File: config.mk
export PLATFORM = sky130hd
export DESIGN_NAME = crfc_core
export DESIGN_NICKNAME = d
export VERILOG_FILES = /design/src/rtl/crfc_pkg.sv /design/src/rtl/crfc_core.sv /design/src/rtl/crfc_stack.sv
export SDC_FILE = /design/constraint.sdc
export NUM_CORES = 1
export LEC_CHECK = 0
export BUFFER_PORTS_ARGS = -buffer_cell sky130_fd_sc_hd__buf_2
export CORE_MARGIN = 2
export CORE_UTILIZATION = 54
export CTS_CLUSTER_SIZE = 10
export DETAILED_ROUTE_END_ITERATION = 7
export PLACE_DENSITY = 0.78
export SKIP_CTS_REPAIR_TIMING = 1
export SYNTH_ARGS = -nofsm -noshare
export SYNTH_HDL_FRONTEND = slang
export SYNTH_HIERARCHICAL = 1
export SYNTH_SLANG_ARGS = --single-unit
export TNS_END_PERCENT = 10
File: constraint.sdc
create_clock -name clock -period 2.05 [get_ports clock]
set_input_delay 0.3075 -clock clock [delete_from_list [all_inputs] [get_ports clock]]
set_output_delay 0.3075 -clock clock [all_outputs]
set_load 0.005 [all_outputs]
File: src/rtl/crfc_pkg.sv
package crfc_pkg;
   localparam logic [7:0] CRFC_ADDR_PTR0 = 8'h80;
   localparam logic [7:0] CRFC_ADDR_PTR1 = 8'h81;
   localparam logic [7:0] CRFC_ADDR_SHR0 = 8'h82;
   localparam logic [7:0] CRFC_ADDR_SHR1 = 8'h83;
   localparam logic [7:0] CRFC_ADDR_ACC = 8'hff;
   localparam logic [7:0] CRFC_REG_RESET = 8'h00;
   localparam int CRFC_PC_W = 12;
   localparam int CRFC_STACK_DEPTH = 6;
   localparam logic [11:0] CRFC_PC_RESET = 12'h000;
   localparam logic [11:0] CRFC_PC_ONE = 12'h001;
   localparam int CRFC_SHORT_CYCLES = 4;

   typedef enum logic [1:0] {
      CRFC_CTX_NORMAL,
      CRFC_CTX_IRQ,
      CRFC_CTX_NMI
   } crfc_ctx_t;

   typedef enum logic [3:0] {
      CRFC_PC_HOLD,
      CRFC_PC_INC,
      CRFC_PC_REL,
      CRFC_PC_JUMP,
      CRFC_PC_CALL,
      CRFC_PC_IRQ,
      CRFC_PC_NMI,
      CRFC_PC_RET,
      CRFC_PC_INTERRUPT_RETURN_INSTR
   } crfc_pc_op_t;

   typedef enum logic [2:0] {
      CRFC_FL_KEEP,
      CRFC_FL_ARITH,
      CRFC_FL_LOGIC,
      CRFC_FL_BITTEST,
      CRFC_FL_ROTL
   } crfc_fl_op_t;

   typedef struct packed {
      logic carry;
      logic zero;
   } crfc_flags_t;

   typedef struct packed {
      logic [7:0] addr;
      logic wr;
      logic [7:0] wdata;
   } crfc_dbus_t;
endpackage : crfc_pkg

File: src/rtl/crfc_core.sv
// Functional notes
// - 8-bit accumulator, also a data-space location at ff.
// - two 8-bit pointer registers at data addresses 80 and 81.
// - two 8-bit short-direct registers at data addresses 82 and 83.
// - short-direct access fits a one-byte, four-cycle instruction.
// - pointer registers also serve as short-direct operands.
// - program counter is 12 bits, covering 4096 program bytes.
// - program counter steps by one after each fetched byte.
// - relative branch adds signed offset to counter in its own adder, not the alu.
// - counter loads jump/call target, vector, or popped stack value.
// - three carry/zero pairs: normal, interrupt, non-maskable.
// - taking an interrupt switches flag use to its own pair at once.
// - interrupt return restores the pair of the prior context.
// - each pair is reachable only from its own context.
// - context switches never clear any flag pair.
// - carry set on carry or borrow from arithmetic, else cleared.
// - bit test copies tested bit into active carry.
// - rotate left passes through the active carry.
// - zero set when latest arithmetic or logic result is zero.
// - reset starts in the non-maskable context.
// - six-level 12-bit return stack; call pushes, return pops.
// - empty return keeps stack in place; overflow drops oldest entry.
`timescale 1ns/1ps
`default_nettype none
module crfc_core
   import crfc_pkg::*;
#(
   parameter logic [11:0] IRQ_VECTOR = 12'hff0,
   parameter logic [11:0] NMI_VECTOR = 12'hffc,
   parameter logic [11:0] RESET_VECTOR = 12'hffe
) (
   input wire logic clock,
   input wire logic rst_n,
   input wire crfc_dbus_t dbus,
   output logic [7:0] dbus_rdata,
   output logic dbus_hit,
   input wire crfc_pc_op_t pc_op,
   input wire logic [11:0] pc_target,
   input wire logic [7:0] rel_offset,
   input wire crfc_fl_op_t fl_op,
   input wire logic [7:0] alu_a,
   input wire logic [7:0] alu_b,
   input wire logic alu_sub,
   input wire logic [2:0] bit_sel,
   input wire logic [7:0] bit_src,
   input wire logic short_sel_valid,
   input wire logic [1:0] short_sel,
   output logic [7:0] short_rdata,
   output logic [7:0] alu_result,
   output logic [11:0] program_counter,
   output crfc_flags_t active_flags,
   output crfc_ctx_t context_out,
   output logic short_cycles_out
);
   crfc_ctx_t ctx_q, ctx_d;
   crfc_ctx_t prev_ctx_q, prev_ctx_d;
   crfc_flags_t pair_q [3];
   logic [7:0] acc_q, acc_d;
   logic [7:0] reg_q [4];
   logic [11:0] pc_q, pc_d;
   logic [7:0] rd_q;
   logic hit_q;
   logic [7:0] res_q;
   crfc_flags_t fl_out_q;
   logic [7:0] short_q;
   logic short_flag_q;

   function automatic logic [1:0] crfc_map(input logic [7:0] a);
      crfc_map = a[1:0];
   endfunction : crfc_map

   function automatic logic crfc_is_file(input logic [7:0] a);
      crfc_is_file = (a >= CRFC_ADDR_PTR0) && (a <= CRFC_ADDR_SHR1);
   endfunction : crfc_is_file

   // address decode
   wire logic hit_acc = (dbus.addr == CRFC_ADDR_ACC);
   wire logic hit_file = crfc_is_file(dbus.addr);
   wire logic [1:0] file_idx = crfc_map(dbus.addr);
   wire logic [7:0] rd_mux = hit_acc ? acc_q : (hit_file ? reg_q[file_idx] : 8'h00);

   // alu: carry and zero from the operation
   crfc_flags_t cur;
   assign cur = pair_q[ctx_q]; // only own context pair is visible
   wire logic [8:0] arith = alu_sub ? ({1'b0, alu_a} - {1'b0, alu_b}) : ({1'b0, alu_a} + {1'b0, alu_b});
   wire logic [8:0] rotl = {alu_a, cur.carry}; // carry is in the rotation path
   wire logic [7:0] logic_res = alu_a & alu_b;
   logic [7:0] res_d;
   crfc_flags_t fl_d;
   always_comb begin
      res_d = res_q;
      fl_d = cur; // keep pair when no flag result
      case (fl_op)
         CRFC_FL_ARITH: begin
            res_d = arith[7:0];
            fl_d.carry = arith[8];
            fl_d.zero = (arith[7:0] == 8'h00);
         end
         CRFC_FL_LOGIC: begin
            res_d = logic_res;
            fl_d.zero = (logic_res == 8'h00);
         end
         CRFC_FL_BITTEST: begin
            fl_d.carry = bit_src[bit_sel];
         end
         CRFC_FL_ROTL: begin
            res_d = rotl[7:0];
            fl_d.carry = rotl[8];
            fl_d.zero = (rotl[7:0] == 8'h00);
         end
         default: begin
         end
      endcase
   end

   // context switching
   always_comb begin
      ctx_d = ctx_q;
      prev_ctx_d = prev_ctx_q;
      case (pc_op)
         CRFC_PC_IRQ: begin
            prev_ctx_d = ctx_q;
            ctx_d = CRFC_CTX_IRQ;
         end
         CRFC_PC_NMI: begin
            prev_ctx_d = ctx_q;
            ctx_d = CRFC_CTX_NMI;
         end
         CRFC_PC_INTERRUPT_RETURN_INSTR: begin
            ctx_d = prev_ctx_q;
            prev_ctx_d = CRFC_CTX_NORMAL;
         end
         default: begin
         end
      endcase
   end

   // program counter sources
   wire logic [11:0] rel_sum = pc_q + {{4{rel_offset[7]}}, rel_offset};
   wire logic stack_push = (pc_op == CRFC_PC_CALL) || (pc_op == CRFC_PC_IRQ) || (pc_op == CRFC_PC_NMI);
   wire logic stack_pop = (pc_op == CRFC_PC_RET) || (pc_op == CRFC_PC_INTERRUPT_RETURN_INSTR);
   logic [11:0] stack_top;
   logic stack_empty;
   always_comb begin
      pc_d = pc_q;
      case (pc_op)
         CRFC_PC_INC: pc_d = pc_q + CRFC_PC_ONE;
         CRFC_PC_REL: pc_d = rel_sum;
         CRFC_PC_JUMP: pc_d = pc_target;
         CRFC_PC_CALL: pc_d = pc_target;
         CRFC_PC_IRQ: pc_d = IRQ_VECTOR;
         CRFC_PC_NMI: pc_d = NMI_VECTOR;
         // empty stack: fall through to the next instruction
         CRFC_PC_RET, CRFC_PC_INTERRUPT_RETURN_INSTR: pc_d = stack_empty ? pc_q + CRFC_PC_ONE : stack_top;
         default: pc_d = pc_q;
      endcase
   end

   crfc_stack #(.DEPTH(CRFC_STACK_DEPTH), .W(CRFC_PC_W)) u_stack (
      .clock(clock),
      .rst_n(rst_n),
      .push(stack_push),
      .pop(stack_pop),
      .push_val(pc_q),
      .top(stack_top),
      .empty(stack_empty)
   );

   // accumulator: bus write wins over alu result in the same cycle
   always_comb begin
      acc_d = acc_q;
      if (fl_op != CRFC_FL_KEEP && fl_op != CRFC_FL_BITTEST) begin
         acc_d = res_d;
      end
      if (dbus.wr && hit_acc) begin
         acc_d = dbus.wdata;
      end
   end

   // short-direct selection covers pointers and short registers alike
   wire logic [7:0] short_mux = reg_q[short_sel];

   always_ff @(posedge clock or negedge rst_n) begin
      if (!rst_n) begin
         ctx_q <= CRFC_CTX_NMI;
         prev_ctx_q <= CRFC_CTX_NORMAL;
         pc_q <= CRFC_PC_RESET;
         acc_q <= CRFC_REG_RESET;
         for (int i = 0; i < 4; i++) begin
            reg_q[i] <= CRFC_REG_RESET;
         end
         for (int i = 0; i < 3; i++) begin
            pair_q[i] <= '0;
         end
         rd_q <= 8'h00;
         hit_q <= 1'b0;
         res_q <= 8'h00;
         fl_out_q <= '0;
         short_q <= 8'h00;
         short_flag_q <= 1'b0;
      end else begin
         ctx_q <= ctx_d;
         prev_ctx_q <= prev_ctx_d;
         pc_q <= pc_d;
         acc_q <= acc_d;
         if (dbus.wr && hit_file) begin
            reg_q[file_idx] <= dbus.wdata;
         end
         // only the active pair is written; others retain
         pair_q[ctx_q] <= fl_d;
         rd_q <= rd_mux;
         hit_q <= hit_acc || hit_file;
         res_q <= res_d;
         fl_out_q <= pair_q[ctx_d] == pair_q[ctx_q] && ctx_d == ctx_q ? fl_d : pair_q[ctx_d];
         short_q <= short_sel_valid ? short_mux : short_q;
         short_flag_q <= short_sel_valid;
      end
   end

   assign dbus_rdata = rd_q;
   assign dbus_hit = hit_q;
   assign alu_result = res_q;
   assign program_counter = pc_q;
   assign active_flags = fl_out_q;
   assign context_out = ctx_q;
   assign short_rdata = short_q;
   assign short_cycles_out = short_flag_q;

   a_reset_nmi_ctx: assert property (@(posedge clock)
      $rose(rst_n) |-> ctx_q == CRFC_CTX_NMI) else $error("not in nmi context after reset");
   a_pc_increment: assert property (@(posedge clock) disable iff (!rst_n)
      pc_op == CRFC_PC_INC |=> pc_q == $past(pc_q) + CRFC_PC_ONE) else $error("pc did not step");
   a_pc_relative: assert property (@(posedge clock) disable iff (!rst_n)
      pc_op == CRFC_PC_REL |=> pc_q == $past(rel_sum)) else $error("relative branch wrong");
   a_pc_vector: assert property (@(posedge clock) disable iff (!rst_n)
      pc_op == CRFC_PC_IRQ |=> pc_q == IRQ_VECTOR && ctx_q == CRFC_CTX_IRQ) else $error("irq entry wrong");
   a_call_return: assert property (@(posedge clock) disable iff (!rst_n)
      pc_op == CRFC_PC_CALL ##1 pc_op == CRFC_PC_RET |=> pc_q == $past(pc_q, 2)) else $error("call/ret mismatch");
   a_interrupt_return_instr_restore: assert property (@(posedge clock) disable iff (!rst_n)
      pc_op == CRFC_PC_NMI ##1 pc_op == CRFC_PC_INTERRUPT_RETURN_INSTR |=> ctx_q == $past(ctx_q, 2)) else $error("interrupt_return_instr context");
   a_carry_arith: assert property (@(posedge clock) disable iff (!rst_n)
      fl_op == CRFC_FL_ARITH |=> pair_q[$past(ctx_q)].carry == $past(arith[8])) else $error("carry wrong");
   a_zero_arith: assert property (@(posedge clock) disable iff (!rst_n)
      fl_op == CRFC_FL_ARITH |=> pair_q[$past(ctx_q)].zero == ($past(arith[7:0]) == 8'h00)) else $error("zero wrong");
   a_bit_test: assert property (@(posedge clock) disable iff (!rst_n)
      fl_op == CRFC_FL_BITTEST |=> pair_q[$past(ctx_q)].carry == $past(bit_src[bit_sel])) else $error("bit test");
   a_flags_keep: assert property (@(posedge clock) disable iff (!rst_n)
      fl_op == CRFC_FL_KEEP |=> pair_q[$past(ctx_q)] == $past(cur)) else $error("flags changed");
   a_other_pairs: assert property (@(posedge clock) disable iff (!rst_n)
      ctx_q != CRFC_CTX_NORMAL |=> pair_q[CRFC_CTX_NORMAL] == $past(pair_q[CRFC_CTX_NORMAL])) else $error("pair leak");
   a_acc_write: assert property (@(posedge clock) disable iff (!rst_n)
      dbus.wr && hit_acc ##1 !dbus.wr && fl_op == CRFC_FL_KEEP |=> dbus_rdata == $past(dbus.wdata, 2) || !$past(hit_acc))
      else $error("acc readback");

   c_irq_entry: cover property (@(posedge clock) disable iff (!rst_n) pc_op == CRFC_PC_IRQ);
   c_nested_ret: cover property (@(posedge clock) disable iff (!rst_n) pc_op == CRFC_PC_CALL ##1 pc_op == CRFC_PC_RET);
   c_empty_ret: cover property (@(posedge clock) disable iff (!rst_n) pc_op == CRFC_PC_RET && stack_empty);
   c_reg_write: cover property (@(posedge clock) disable iff (!rst_n) dbus.wr && hit_file);
endmodule : crfc_core
`default_nettype wire

File: src/rtl/crfc_stack.sv
`timescale 1ns/1ps
`default_nettype none
module crfc_stack
   import crfc_pkg::*;
#(
   parameter int DEPTH = CRFC_STACK_DEPTH,
   parameter int W = CRFC_PC_W
) (
   input wire logic clock,
   input wire logic rst_n,
   input wire logic push,
   input wire logic pop,
   input wire logic [W-1:0] push_val,
   output logic [W-1:0] top,
   output logic empty
);
   initial begin
      // the level count is four bits wide, so deeper stacks cannot be tracked
      if (DEPTH < 2 || DEPTH > 15 || W < 1) begin
         $error("crfc_stack: bad parameters");
      end
   end

   logic [W-1:0] lvl_q [DEPTH];
   logic [3:0] cnt_q;

   assign top = lvl_q[0];
   assign empty = (cnt_q == 4'h0);

   always_ff @(posedge clock or negedge rst_n) begin
      if (!rst_n) begin
         for (int i = 0; i < DEPTH; i++) begin
            lvl_q[i] <= '0;
         end
         cnt_q <= 4'h0;
      end else if (push) begin
         // oldest level falls off the bottom when already full
         lvl_q[0] <= push_val;
         for (int i = 1; i < DEPTH; i++) begin
            lvl_q[i] <= lvl_q[i-1];
         end
         if (cnt_q != 4'(DEPTH)) begin
            cnt_q <= cnt_q + 4'h1;
         end
      end else if (pop && !empty) begin
         // empty pop leaves the stack where it is
         for (int i = 0; i < DEPTH - 1; i++) begin
            lvl_q[i] <= lvl_q[i+1];
         end
         cnt_q <= cnt_q - 4'h1;
      end
   end

   a_stack_bound: assert property (@(posedge clock) disable iff (!rst_n)
      cnt_q <= 4'(DEPTH)) else $error("stack count over depth");
   a_stack_push: assert property (@(posedge clock) disable iff (!rst_n)
      push |=> lvl_q[0] == $past(push_val)) else $error("push not on top");
endmodule : crfc_stack
`default_nettype wire

==> metrics.csv <==
metric,value,unit
run status,"finished, violations left",
failing checks,setup timing,
count of pins over their slew limit,0,
"Primary FF master, synth",dfrtp_1,
cell mode on critical path,ha_4,
Mapped Cells,1001,
hold_ws,126.6,ps
Worst Hold Class,in -> reg,
RSZ-0062 raised after global routing,yes,
Synth cell types,79,
All-Layer GR Usage,25.39,%
Gate power share,30.1,%
WHS Path Cells,1,
nets,1277,
fin crit share,111.9,%
wire length per cell,17.72,µm
CP endpoint kind,register,
placer congestion estimate,0.9534,
vias in the first global route,8488,
post-route ant nets,0,
Placement Setup Slack,-865.7,ps
DR iter-0 viols,605,
endpoints failing setup,11,
worst-path fanout max,3,
P_sw,4.102,mW
"commonest cells after routing, fill and taps aside","dfrtp_1 (165), buf_2 (115), buf_4 (95)",
Netlist Area Pre-Place,0.01006,mm²
fraction of registers with async set/reset,100.0,%
Yosys reg bits,166,
crit path buf inv count,3,
layout cells sized above 1,32.80,%
clock sinks,166,
setup tns final,-1099,ps
Worst Path Arrival,2600,ps
Final Cell Area,0.01238,mm²
Port Buffers,118,
first drt pass iteration count,5,
clock buffer depth,2,
Synth Net Count,1105,
VDD IR max,0.7836,mV
hpwl dp,18120,µm
Die X,140.5,µm
clock root cell,clkbuf_16,
WHS Endpoint,short_cycles_out,
critical path class,in -> reg,
TritonCTS Buffers,17,
DRT Wirelength,25080,µm
TritonCTS clock tree,done,
"CTS clk-pin slew, worst paths",70,ps
total number of vias,8591,
register area share after synthesis,41.31,%
total core area,0.01815,mm²
first-pass GRT wire length,40830,µm
worst-path cell chain,buf_6 -> inv_12 -> ha_4 -> mux2_4 -> inv_2 -> ha_4 -> nor2b_4 -> o2111a_2 -> o21a_1 -> a211o_1 -> a222oi_1 -> a21oi_1,
drc violations,0,
GRT overflow,0,
Top delay family on crit path,compound AO/OA/AOI/OAI gates,
Hold Startpoint,short_sel_valid,
Final Skew,11.45,ps
worst r2r src,program_counter[0],
switching part of the total power,35.28,%
Post-Place Cells,1381,
die area,0.01974,mm²
DP Area,0.01150,mm²
R2R cell count,8,
Critical Path Start Type,primary input,
worst r2r dst,program_counter[10],
Flop pwr share,41.5,%
Mean Syn Cell Area,10.05,µm²
initial core utilization,55.43,%
routed vias/inst,6.071,
Pwr Density,939.1,mW/mm²
max capacitance violation total,0,
post-route insts no fill,1415,
I/O Pins,119,
Final Util,68.22,%
Yosys Warn Count,6,
Crit-path slowest cell,a222oi_1,
final worst setup slack,-243.9,ps
CTS H-tree lvls,4,
Period minus WS final,2294,ps
Die H,140.5,µm
n_diodes,0,
P_leak,5.621,nW
Post-synth EDFFs,0,
Area growth syn-to-layout,23.07,%
final hold vios,0,
total power,11.63,mW
Clock Latency Late Sink,430,ps
Worst EP required,2350,ps
Clock Power Share,28.4,%
flop-to-flop setup slack,-60,ps
worst slew pin tran,801.1,ps
row count,49,
Slew HR,46.30,%
largest net degree at the start of global routing,104,
Int Pwr,7.525,mW
"most common cell after layout, fill and taps aside",dfrtp_1,
crit-path max cell delay,390,ps
initial antenna violation count,0,
FMAX,435.9,MHz
==> metal layers <==
layer  GRT usage (%)  wire length (µm)  up-vias
met3           5.299              1379       45
met2           43.52             12460      278
met1           32.69             10670     4242
met4           7.579               570        0
li1                -                 -     4026
met5               0                 0        -
==> area by class of cell <==
type,instances,area (µm²)
Multi-Input combinational cell,743,5719
Clock inverter,15,216.5
Fill cell,1368,5767
Tap cell,229,286.5
Clock buffer,17,425.4
Timing Repair Buffer,222,1479
Inverter,23,98.84
Sequential cell,166,4155
==> cell families (layout without fill, tap and decap cells) <==
logic type               count (synthesis)  after routing  synth area share (%)
multiplexers                           150            150                 17.62
XOR/XNOR                                36             36                 3.134
flip-flops                             166            166                 41.31
adder cells (fa/ha/maj)                 27             27                 3.582
AND/OR/NAND/NOR                        252            252                 12.28
buffers and inverters                   92            277                 4.565
AO/OA/AOI/OAI                          278            278                 17.51
==> synth_stat cells (all sizes together) (3+ instances only) <==
cell	instances	share of area, %
dfrtp	165	41
o21ai	106	5.3
nand2	95	3.6
mux2i	77	7.7
nor2	64	2.4
mux2	57	6.4
a21oi	49	2.4
buf	37	2.5
clkbuf	32	1.2
ha	24	3.0
o22ai	23	1.4
inv	22	0.82
xnor2	22	1.9
nor3	18	1.1
mux4	16	3.6
xor2	14	1.2
a22o	12	1.0
nor2b	11	0.68
and3	10	0.62
nand3	10	0.50
nand2b	9	0.58
o21a	9	0.67
nand4	8	0.65
a21o	7	0.52
a22oi	7	0.52
a32oi	7	0.61
a21boi	6	0.45
a211oi	4	0.30
a221o	4	0.40
a31oi	4	0.25
and2	4	0.25
nand3b	4	0.30
o211ai	4	0.30
o221ai	4	0.35
or3b	4	0.35
a222oi	3	0.30
fa	3	0.60
nor4	3	0.34
o31ai	3	0.22
o32a	3	0.30
o32ai	3	0.34
==> worst max-delay path by stage <==
stage,startpoint,endpoint,slack (ps),cells past startpoint
2_1_floorplan,alu_b[1],acc_q[7],-390,11
3_3_place_gp,alu_b[1],acc_q[7],-730,12
3_5_place_dp,alu_b[1],acc_q[7],-870,12
4_1_cts,alu_b[1],acc_q[7],-400,12
5_1_grt,alu_b[2],acc_q[7],-330,11
6_report,alu_b[1],acc_q[7],-240,12
==> power groups by stage <==
stage	sequential, mW	clock (mW)	combinational (mW)
after floorplan	4.71	0	2.25
after global placement	4.82	0	3.17
after detailed placement	4.87	0	3.28
after CTS	4.82	3.37	3.32
after global routing	4.95	3.51	3.86
final	4.82	3.31	3.50
==> registers in the layout (all words and copies together) (netlist names) <==
register and flops:
u_stack/lvl_q 60, reg_q 32, program_counter 12, u_stack/top 12
acc_q 8, alu_result 8, dbus_rdata 8, short_rdata 8
pair_q 6, u_stack/cnt_q 4, active_flags 2, context_out 2
prev_ctx_q 2, dbus_hit 1, short_cycles_out 1
(Power assumes the default switching activity.)
